<file path="src/design/ppfm_defines.vh">
// Register map, field positions and reset values of the port function mux
`ifndef PPFM_DEFINES_VH
`define PPFM_DEFINES_VH

// Register byte offsets (word aligned, Avalon word addresses * 4)
`define PPFM_P1_IN_OFF 8'h00
`define PPFM_P1_OUT_OFF 8'h04
`define PPFM_P1_DIR_OFF 8'h08
`define PPFM_P1_IFG_OFF 8'h0C
`define PPFM_P1_IES_OFF 8'h10
`define PPFM_P1_IE_OFF 8'h14
`define PPFM_P1_SEL_OFF 8'h18
`define PPFM_P2_IN_OFF 8'h20
`define PPFM_P2_OUT_OFF 8'h24
`define PPFM_P2_DIR_OFF 8'h28
`define PPFM_P2_IFG_OFF 8'h2C
`define PPFM_P2_IES_OFF 8'h30
`define PPFM_P2_IE_OFF 8'h34
`define PPFM_P2_SEL_OFF 8'h38
`define PPFM_IRQ_STAT_OFF 8'h3C
`define PPFM_IRQ_MASK_OFF 8'h40

// Widths
`define PPFM_ADDR_W 8
`define PPFM_P1_W 8
`define PPFM_P2_W 3

// Reset values
`define PPFM_RST_BYTE 8'h00
`define PPFM_RST_P2 3'h0

// Summary status bits: pin event of port one, of port two
`define PPFM_STAT_P1_BIT 0
`define PPFM_STAT_P2_BIT 1
`define PPFM_STAT_W 2

`endif

</file>
<file path="src/design/ppfm_pin_irq.v">
// Per-pin edge detect, interrupt flag and enable gating for one port
`timescale 1ns/10ps
`default_nettype none
module ppfm_pin_irq #(
    parameter W = 8
) (
    // Clock and reset
    input wire clk_i,
    input wire rst_n_i,
    // Synchronised pin level and control
    input wire [W-1:0] pin_level_i,
    input wire [W-1:0] pin_edge_select_i,
    input wire [W-1:0] pin_irq_enable_i,
    // Software access to flags
    input wire flag_wr_i,
    input wire [W-1:0] flag_wdata_i,
    // Results
    output wire [W-1:0] pin_irq_flag_o,
    output wire [W-1:0] edge_event_o,
    output wire port_irq_o
);
    reg [W-1:0] last_reg;
    reg [W-1:0] flag_reg;
    reg [W-1:0] flag_next;
    wire [W-1:0] rise;
    wire [W-1:0] fall;
    wire [W-1:0] hit;

    assign rise = pin_level_i & ~last_reg;
    assign fall = ~pin_level_i & last_reg;
    // Edge select 0 picks rising, 1 picks falling
    assign hit = (rise & ~pin_edge_select_i) | (fall & pin_edge_select_i);

    // Set wins over a software write in the same cycle
    always @* begin
        flag_next = flag_reg;
        if (flag_wr_i) begin
            flag_next = flag_wdata_i;
        end
        flag_next = flag_next | hit;
    end

    always @(posedge clk_i) begin
        if (!rst_n_i) begin
            last_reg <= {W{1'b0}};
            flag_reg <= {W{1'b0}};
        end else begin
            last_reg <= pin_level_i;
            flag_reg <= flag_next;
        end
    end

    assign pin_irq_flag_o = flag_reg;
    assign edge_event_o = hit;
    assign port_irq_o = |(flag_reg & pin_irq_enable_i);
endmodule // ppfm_pin_irq
`default_nettype wire

</file>
<file path="src/design/ppfm_port.v">
// Top: port one and port two pin logic with Avalon-MM register slave
`timescale 1ns/10ps
`default_nettype none
`include "ppfm_defines.vh"
module ppfm_port #(
    parameter P1_W = `PPFM_P1_W,
    parameter P2_W = `PPFM_P2_W
) (
    // Clock and reset
    input wire clk_i,
    input wire rst_n_i,
    // Avalon-MM slave
    input wire [`PPFM_ADDR_W-1:0] avs_address_i,
    input wire avs_read_i,
    input wire avs_write_i,
    input wire [31:0] avs_writedata_i,
    input wire [3:0] avs_byteenable_i,
    output reg [31:0] avs_readdata_o,
    output wire avs_waitrequest_o,
    // Port one pads
    input wire [P1_W-1:0] p1_pad_in_i,
    output wire [P1_W-1:0] p1_pad_out_o,
    output wire [P1_W-1:0] p1_pad_oe_o,
    // Port two pads
    input wire [P2_W-1:0] p2_pad_in_i,
    output wire [P2_W-1:0] p2_pad_out_o,
    output wire [P2_W-1:0] p2_pad_oe_o,
    // Timer, clock and comparator module signals
    input wire timer_compare_output_0_i,
    input wire timer_compare_output_1_i,
    input wire timer_compare_output_2_i,
    input wire sub_system_clock_i,
    input wire aux_clock_i,
    input wire comparator_output_i,
    output wire timer_external_clock_in_o,
    output wire capture_input0_option_a_o,
    output wire capture_input1_option_a_o,
    output wire capture_input2_option_a_o,
    output wire capture_input0_option_b_o,
    output wire timer_alternate_clock_in_o,
    // Interrupts
    output wire p1_irq_o,
    output wire p2_irq_o,
    output wire irq_o
);
    // Control registers
    reg [P1_W-1:0] p1_out_reg;
    reg [P1_W-1:0] p1_dir_reg;
    reg [P1_W-1:0] p1_ies_reg;
    reg [P1_W-1:0] p1_ie_reg;
    reg [P1_W-1:0] p1_sel_reg;
    reg [P2_W-1:0] p2_out_reg;
    reg [P2_W-1:0] p2_dir_reg;
    reg [P2_W-1:0] p2_ies_reg;
    reg [P2_W-1:0] p2_ie_reg;
    reg [P2_W-1:0] p2_sel_reg;
    reg [`PPFM_STAT_W-1:0] stat_reg;
    reg [`PPFM_STAT_W-1:0] stat_next;
    reg [`PPFM_STAT_W-1:0] mask_reg;
    reg ack_reg;
    reg [31:0] rdata_next;

    wire [P1_W-1:0] p1_in;
    wire [P2_W-1:0] p2_in;
    wire [P1_W-1:0] p1_flag;
    wire [P2_W-1:0] p2_flag;
    wire [P1_W-1:0] p1_evt;
    wire [P2_W-1:0] p2_evt;
    wire [P1_W-1:0] p1_mod_out;
    wire [P2_W-1:0] p2_mod_out;
    wire req;
    wire wr_en;
    wire rd_en;
    wire p1_flag_wr;
    wire p2_flag_wr;

    // Byte lane 0 carries every register; upper lanes ignored
    function wr_hit;
        input [`PPFM_ADDR_W-1:0] addr;
        input [`PPFM_ADDR_W-1:0] off;
        begin
            wr_hit = wr_en && (addr == off) && avs_byteenable_i[0];
        end
    endfunction

    // One wait state: request seen, answered the next edge
    assign req = avs_read_i | avs_write_i;
    assign avs_waitrequest_o = req & ~ack_reg;
    assign wr_en = avs_write_i & ~ack_reg;
    assign rd_en = avs_read_i & ~ack_reg;

    always @(posedge clk_i) begin
        if (!rst_n_i) begin
            ack_reg <= 1'b0;
        end else begin
            ack_reg <= req & ~ack_reg;
        end
    end

    // Pads are asynchronous to clk_i
    ppfm_sync2 #(.W(P1_W)) u_sync_p1 (
        .clk_i(clk_i),
        .rst_n_i(rst_n_i),
        .async_i(p1_pad_in_i),
        .sync_o(p1_in)
    );

    ppfm_sync2 #(.W(P2_W)) u_sync_p2 (
        .clk_i(clk_i),
        .rst_n_i(rst_n_i),
        .async_i(p2_pad_in_i),
        .sync_o(p2_in)
    );

    // Module outputs per pin
    assign p1_mod_out = {timer_compare_output_2_i,
                         timer_compare_output_1_i,
                         timer_compare_output_0_i,
                         sub_system_clock_i,
                         timer_compare_output_2_i,
                         timer_compare_output_1_i,
                         timer_compare_output_0_i,
                         1'b0};
    assign p2_mod_out = {comparator_output_i, 1'b0, aux_clock_i};

    // Direction from the direction bit alone, no module overrides it
    assign p1_pad_oe_o = p1_dir_reg;
    assign p2_pad_oe_o = p2_dir_reg;
    // Clock outputs pass combinationally; registering would halve them
    assign p1_pad_out_o = (p1_sel_reg & p1_mod_out) |
                          (~p1_sel_reg & p1_out_reg);
    assign p2_pad_out_o = (p2_sel_reg & p2_mod_out) |
                          (~p2_sel_reg & p2_out_reg);

    // Module inputs, gated by the function select
    assign timer_external_clock_in_o = p1_sel_reg[0] & p1_in[0];
    assign capture_input0_option_a_o = p1_sel_reg[1] & p1_in[1];
    assign capture_input1_option_a_o = p1_sel_reg[2] & p1_in[2];
    assign capture_input2_option_a_o = p1_sel_reg[3] & p1_in[3];
    assign timer_alternate_clock_in_o = p2_sel_reg[1] & p2_in[1];
    assign capture_input0_option_b_o = p2_sel_reg[2] & p2_in[2];

    assign p1_flag_wr = wr_hit(avs_address_i, `PPFM_P1_IFG_OFF);
    assign p2_flag_wr = wr_hit(avs_address_i, `PPFM_P2_IFG_OFF);

    ppfm_pin_irq #(.W(P1_W)) u_irq_p1 (
        .clk_i(clk_i),
        .rst_n_i(rst_n_i),
        .pin_level_i(p1_in),
        .pin_edge_select_i(p1_ies_reg),
        .pin_irq_enable_i(p1_ie_reg),
        .flag_wr_i(p1_flag_wr),
        .flag_wdata_i(avs_writedata_i[P1_W-1:0]),
        .pin_irq_flag_o(p1_flag),
        .edge_event_o(p1_evt),
        .port_irq_o(p1_irq_o)
    );

    ppfm_pin_irq #(.W(P2_W)) u_irq_p2 (
        .clk_i(clk_i),
        .rst_n_i(rst_n_i),
        .pin_level_i(p2_in),
        .pin_edge_select_i(p2_ies_reg),
        .pin_irq_enable_i(p2_ie_reg),
        .flag_wr_i(p2_flag_wr),
        .flag_wdata_i(avs_writedata_i[P2_W-1:0]),
        .pin_irq_flag_o(p2_flag),
        .edge_event_o(p2_evt),
        .port_irq_o(p2_irq_o)
    );

    // Summary status: sticky, cleared by read, new event wins
    always @* begin
        stat_next = stat_reg;
        if (rd_en && avs_address_i == `PPFM_IRQ_STAT_OFF) begin
            stat_next = {`PPFM_STAT_W{1'b0}};
        end
        if (|(p1_evt & p1_ie_reg)) begin
            stat_next[`PPFM_STAT_P1_BIT] = 1'b1;
        end
        if (|(p2_evt & p2_ie_reg)) begin
            stat_next[`PPFM_STAT_P2_BIT] = 1'b1;
        end
    end

    assign irq_o = |(stat_reg & mask_reg);

    // Register writes
    always @(posedge clk_i) begin
        if (!rst_n_i) begin
            p1_out_reg <= `PPFM_RST_BYTE;
            p1_dir_reg <= `PPFM_RST_BYTE;
            p1_ies_reg <= `PPFM_RST_BYTE;
            p1_ie_reg <= `PPFM_RST_BYTE;
            p1_sel_reg <= `PPFM_RST_BYTE;
            p2_out_reg <= `PPFM_RST_P2;
            p2_dir_reg <= `PPFM_RST_P2;
            p2_ies_reg <= `PPFM_RST_P2;
            p2_ie_reg <= `PPFM_RST_P2;
            p2_sel_reg <= `PPFM_RST_P2;
            stat_reg <= {`PPFM_STAT_W{1'b0}};
            mask_reg <= {`PPFM_STAT_W{1'b0}};
        end else begin
            stat_reg <= stat_next;
            if (wr_hit(avs_address_i, `PPFM_P1_OUT_OFF)) begin
                p1_out_reg <= avs_writedata_i[P1_W-1:0];
            end
            if (wr_hit(avs_address_i, `PPFM_P1_DIR_OFF)) begin
                p1_dir_reg <= avs_writedata_i[P1_W-1:0];
            end
            if (wr_hit(avs_address_i, `PPFM_P1_IES_OFF)) begin
                p1_ies_reg <= avs_writedata_i[P1_W-1:0];
            end
            if (wr_hit(avs_address_i, `PPFM_P1_IE_OFF)) begin
                p1_ie_reg <= avs_writedata_i[P1_W-1:0];
            end
            if (wr_hit(avs_address_i, `PPFM_P1_SEL_OFF)) begin
                p1_sel_reg <= avs_writedata_i[P1_W-1:0];
            end
            if (wr_hit(avs_address_i, `PPFM_P2_OUT_OFF)) begin
                p2_out_reg <= avs_writedata_i[P2_W-1:0];
            end
            if (wr_hit(avs_address_i, `PPFM_P2_DIR_OFF)) begin
                p2_dir_reg <= avs_writedata_i[P2_W-1:0];
            end
            if (wr_hit(avs_address_i, `PPFM_P2_IES_OFF)) begin
                p2_ies_reg <= avs_writedata_i[P2_W-1:0];
            end
            if (wr_hit(avs_address_i, `PPFM_P2_IE_OFF)) begin
                p2_ie_reg <= avs_writedata_i[P2_W-1:0];
            end
            if (wr_hit(avs_address_i, `PPFM_P2_SEL_OFF)) begin
                p2_sel_reg <= avs_writedata_i[P2_W-1:0];
            end
            if (wr_hit(avs_address_i, `PPFM_IRQ_MASK_OFF)) begin
                mask_reg <= avs_writedata_i[`PPFM_STAT_W-1:0];
            end
        end
    end

    // Read mux; unmapped addresses read zero
    always @* begin
        rdata_next = 32'h00000000;
        case (avs_address_i)
            `PPFM_P1_IN_OFF: rdata_next[P1_W-1:0] = p1_in;
            `PPFM_P1_OUT_OFF: rdata_next[P1_W-1:0] = p1_out_reg;
            `PPFM_P1_DIR_OFF: rdata_next[P1_W-1:0] = p1_dir_reg;
            `PPFM_P1_IFG_OFF: rdata_next[P1_W-1:0] = p1_flag;
            `PPFM_P1_IES_OFF: rdata_next[P1_W-1:0] = p1_ies_reg;
            `PPFM_P1_IE_OFF: rdata_next[P1_W-1:0] = p1_ie_reg;
            `PPFM_P1_SEL_OFF: rdata_next[P1_W-1:0] = p1_sel_reg;
            `PPFM_P2_IN_OFF: rdata_next[P2_W-1:0] = p2_in;
            `PPFM_P2_OUT_OFF: rdata_next[P2_W-1:0] = p2_out_reg;
            `PPFM_P2_DIR_OFF: rdata_next[P2_W-1:0] = p2_dir_reg;
            `PPFM_P2_IFG_OFF: rdata_next[P2_W-1:0] = p2_flag;
            `PPFM_P2_IES_OFF: rdata_next[P2_W-1:0] = p2_ies_reg;
            `PPFM_P2_IE_OFF: rdata_next[P2_W-1:0] = p2_ie_reg;
            `PPFM_P2_SEL_OFF: rdata_next[P2_W-1:0] = p2_sel_reg;
            `PPFM_IRQ_STAT_OFF: rdata_next[`PPFM_STAT_W-1:0] = stat_reg;
            `PPFM_IRQ_MASK_OFF: rdata_next[`PPFM_STAT_W-1:0] = mask_reg;
            default: rdata_next = 32'h00000000;
        endcase
    end

    always @(posedge clk_i) begin
        if (!rst_n_i) begin
            avs_readdata_o <= 32'h00000000;
        end else if (rd_en) begin
            avs_readdata_o <= rdata_next;
        end
    end
endmodule // ppfm_port
`default_nettype wire

</file>
<file path="src/design/ppfm_sync2.v">
// Two-flop synchroniser for a vector of pad inputs
`timescale 1ns/10ps
`default_nettype none
module ppfm_sync2 #(
    parameter W = 8
) (
    // Clock and reset
    input wire clk_i,
    input wire rst_n_i,
    // Data
    input wire [W-1:0] async_i,
    output wire [W-1:0] sync_o
);
    reg [W-1:0] meta_reg;
    reg [W-1:0] sync_reg;

    always @(posedge clk_i) begin
        if (!rst_n_i) begin
            meta_reg <= {W{1'b0}};
            sync_reg <= {W{1'b0}};
        end else begin
            meta_reg <= async_i;
            sync_reg <= meta_reg;
        end
    end

    assign sync_o = sync_reg;
endmodule // ppfm_sync2
`default_nettype wire

</file>
<file path="config.mk">
export PLATFORM = sky130hd
export DESIGN_NAME = ppfm_port
export DESIGN_NICKNAME = d
export VERILOG_FILES = /design/src/design/ppfm_pin_irq.v /design/src/design/ppfm_port.v /design/src/design/ppfm_sync2.v
export VERILOG_INCLUDE_DIRS = /design/src /design/src/design
export SDC_FILE = /design/constraint.sdc
export NUM_CORES = 1
export LEC_CHECK = 0
export BUFFER_PORTS_ARGS = -buffer_cell sky130_fd_sc_hd__clkbuf_2
export CORE_MARGIN = 2
export CORE_UTILIZATION = 54
export CTS_CLUSTER_SIZE = 24
export DETAILED_ROUTE_END_ITERATION = 10
export PLACE_DENSITY_LB_ADDON = 0.1
export SYNTH_ARGS = -nofsm -noshare
export SYNTH_HDL_FRONTEND = slang
export SYNTH_HIERARCHICAL = 1
export SYNTH_SLANG_ARGS = --single-unit
</file>
<file path="constraint.sdc">
create_clock -name clk_i -period 2.6 [get_ports clk_i]
set_clock_uncertainty 0.2 [all_clocks]
set_input_delay 0.52 -clock clk_i [delete_from_list [all_inputs] [get_ports clk_i]]
set_output_delay 0.52 -clock clk_i [all_outputs]
set_load 0.02 [all_outputs]
</file>
==> results <==
- The run finished with clean final reports.
- Net switching is 25.98% of the power.
- Buffers added to address setup during post-CTS repair amount to 0.
- Summing all placed instances gives a cell area of 5827 µm².
- The number of clock buffers inserted by TritonCTS is 9.
- The number of buffers inserted by port buffering is 77.
- The routability-driven placement congestion ratio is 0.9643.
- The via count normalized by instance count is 5.732.
- The top cell types in the final layout, fill and taps aside, are dfxtp_1, nand2_1, clkbuf_2.
- The hold buffer count at CTS is 0.
- The internal power of the cells totals 2287 µW.
- In this run the horizontal extent of the chip is 103.4 µm.
- The number of global-route vias before repair came to 4168.
- For this run, design rule violations remaining after detail routing come to 0.
- The remaining global-route overflow is 0.
- For flop-to-flop paths, the worst setup slack is 0.63 ns.
- Clock-pin slew was measured on the worst setup and hold paths at 0.10 ns.
- Sequential cells account for 57.3% of the total power.
- Dividing the detail-routed wire length by the instance count gives 17.22 µm.
- Synthesis inferred 112 register bits.
- The top-level port count is 129.
- The maximum VDD drop is 0.3669 mV.
- The peak clock frequency supported by timing is 484.2 MHz.
- The synthesized-area fraction occupied by xor and xnor cells is 0%.
- With fillers left out, the area of the finished cells amounts to 6021 µm².
- Setup repair after global routing left no endpoint under its margin.
- The share of synthesized area occupied by flip-flops and latches is 42.03%.
- The number of antenna diodes in the final layout is 0.
- Of the total synthesized cell area, the portion taken by full adders, half adders and majority gates is 0%.
- The clock passes through at most 2 buffers.
- The placed cell count is 797.
- The synthesized instance count is 593.
- The tree is rooted in a clkbuf_8.
- The top cell type by total area after synthesis is dfxtp_1.
- The switching power summed over all nets is 803.1 µW.
- Once the floorplan was initialized, standard cells occupied 55.09% of the core.
- Global routing consumed, over all layers together, 27.07% of the routing resources.
- For this block, the via count after detailed routing is 4660.
- The final antenna-violating net count is 0.
- The area fraction in and, or, nand and nor cells after synthesis is 26.43%.
- The number of nets in the layout is 740.
- The total number of H-tree levels is 3.
- The clock tree from TritonCTS is done.
- Summed over all cells, the static leakage comes to 0.002362 µW.
- The worst flop-to-flop path endpoint is p1_out_reg[4].
- The core area is 9684 µm².
- After clock tree synthesis, the repair step resized 0 gates.
- The final instance count without filler cells is 813.
- The power share of the combinational group is 8.7%.
- The total die area is 10690 µm².
- The critical path required time is 2.65 ns.
- The fraction of layout cells with a size suffix above 1 is 23.24%.
- The final-layout setup total negative slack is 0 ns.
- The count of endpoints failing hold in the final timing report is 0.
- The distinct cell type count of the synthesized netlist is 50.
- The tool flagged a number of max-cap violations equal to 0.
- After synthesis, the cell types taking the most area are dfxtp_1, nand2_1, mux2i_1.
- The worst reg-to-reg path cell count is 6.
- The startpoint identified for the worst register-to-register timing path is ack_reg.
- The netlist area before placement is 5335 µm².
- The fraction of registers with async set/reset is 0%.
- Data arrives at the worst endpoint at 2.11 ns.
- The end of the worst hold path is u_sync_p1/meta_reg[1].
- The flip-flop cell with the highest count after synthesis is dfxtp_1.
- The top cell type by area accounts for 42.03% of the synthesized area.
- The class of the tightest hold or removal check is in -> reg.
- The number of antenna violations at the first check in global routing came to 0.
- The clock network accounts for 34.0% of the total power.
- Entering global routing, the biggest net connects 42 pins.
- The first TritonRoute pass finished after 6 iterations.
- The starting DRC count in detailed routing is 319.
- The clock reaches the later pin of the worst-skew pair after 0.38 ns.
- The Yosys step of the flow raised 6 warnings.
- Yosys mapped a number of flops with a built-in enable equal to 0.
- The multiplexer fraction of the synthesized cell area is 10.74%.
- The max-slew violation total from the final report is 0.
- The hold-critical path depth is 2.
- After synthesis, the largest family of logic cells by area is simple AND/OR/NAND/NOR gates.
- Setup violations remaining at the end of the flow were counted as 0.
- The sink count of the clock tree is 112.
- Along the worst path, the maximum fanout reaches 14.
- In this run the vertical extent of the chip is 103.4 µm.
- The library cell used most frequently in the layout, excluding fill and tap cells, is dfxtp_1.
- The compound-cell area share of the yosys netlist is 13.53%.
- The startpoint type of the worst setup path is a primary input.
- The share of the clock period used by the worst path after layout is 79.43%.
- The mean post-synth cell area is 8.997 µm².
- The worst setup path is captured at a flip-flop.
- The wire length of the first global-routing pass is 21900 µm.
- In this run the most critical hold path is launched from p1_pad_in_i[1].
- The wire-length estimate of the detail-placed layout is 10600 µm.
- The row count is 36.
- Subtracting the final worst setup slack from the clock period gives 2.065 ns.
- The routed wire length is 14000 µm.
- The critical path class is in -> reg.
- Dividing total power by cell area gives a power density of 513.3 nW/µm².
- The area growth from synthesis to layout is 12.85%.
-- cell type report --
type	count	area (µm²)
clock buffer	9	123.9
clock inverter	7	70.07
fill	902	3664
inverter	4	15.01
multi-input combinational	443	2795
sequential	112	2242
tap	133	166.4
timing repair buffer	105	608.1
-- routing by layer --
metal	track usage (%)	up-vias	share of wire (%)
li1	-	2252	-
met1	40.08	2193	46
met2	39.45	197	44
met3	5.175	18	8.1
met4	9.312	0	1.4
met5	0	-	0
-- power by group through the flow --
stage               clock network (µW)  registers (µW)  logic (µW)
floorplan                            0            1800         199
global placement                     0            1810         262
detailed placement                   0            1810         264
CTS                               1080            1770         265
global route                      1140            1780         293
finish                            1050            1770         268
-- cell families (layout without fill, tap and decap cells) --
| logic type | Yosys count | after routing |
|---|---|---|
| buf+inv | 61 | 125 |
| other cells | 1 | 24 |
| mux | 46 | 46 |
| flops | 112 | 112 |
| compound gates | 117 | 117 |
| simple gates | 256 | 256 |
-- cell usage after synthesis, types with 3 or more instances --
master	instances
dfxtp_1	112
o21ai_0	14
and2_2	12
a22oi_1	13
buf_2	10
nor2_1	15
or3b_1	11
nand3_1	54
a222oi_1	3
buf_6	5
nand4_1	3
and3_1	3
and2_1	29
buf_4	28
a221oi_1	3
a31oi_1	12
mux4_2	8
clkbuf_1	14
a22o_1	6
nand2_1	87
a21oi_1	53
nand3b_1	12
nor4_1	4
mux2_2	9
mux2i_1	28
inv_1	3
nor2b_1	10
nand4b_1	3
-- metrics by stage --
stage | setup slack (ns) | power (µW) | hold WS, ns | utilization, %
3_5_place_dp | 0.1548 | 2075 | 0.2220 | 60.17
3_3_place_gp | 0.1906 | 2072 | 0.2156 | 60.17
5_1_grt | 0.3634 | 3205 | 0.1387 | 62.17
6_report | 0.5348 | 3091 | 0.1443 | 62.17
4_1_cts | 0.5449 | 3116 | 0.1269 | 62.17
2_1_floorplan | 0.3073 | 1996 | 0.2118 | -
-- worst max-delay path: stages --
cell and delay [ns]:
clkbuf_2 0.34, nor2b_1 0.27, and2_1 0.46, nand2_1 0.30, nand2_1 0.13, a21oi_1 0.07
-- worst max path at each step --
| stage | slack (ns) | from | end |
|---|---|---|---|
| final | 0.53 | avs_address_i[2] | p1_out_reg[4] |
| after floorplan | 0.31 | avs_address_i[4] | u_irq_p2/pin_irq_flag_o[0] |
| after global routing | 0.36 | avs_address_i[2] | p1_out_reg[4] |
| after CTS | 0.54 | p2_ie_reg[0] | p2_irq_o |
| after global placement | 0.19 | avs_address_i[2] | p1_ie_reg[6] |
| after detailed placement | 0.15 | avs_address_i[2] | p1_out_reg[4] |
Note: power is estimated with default switching activity, not from simulation.
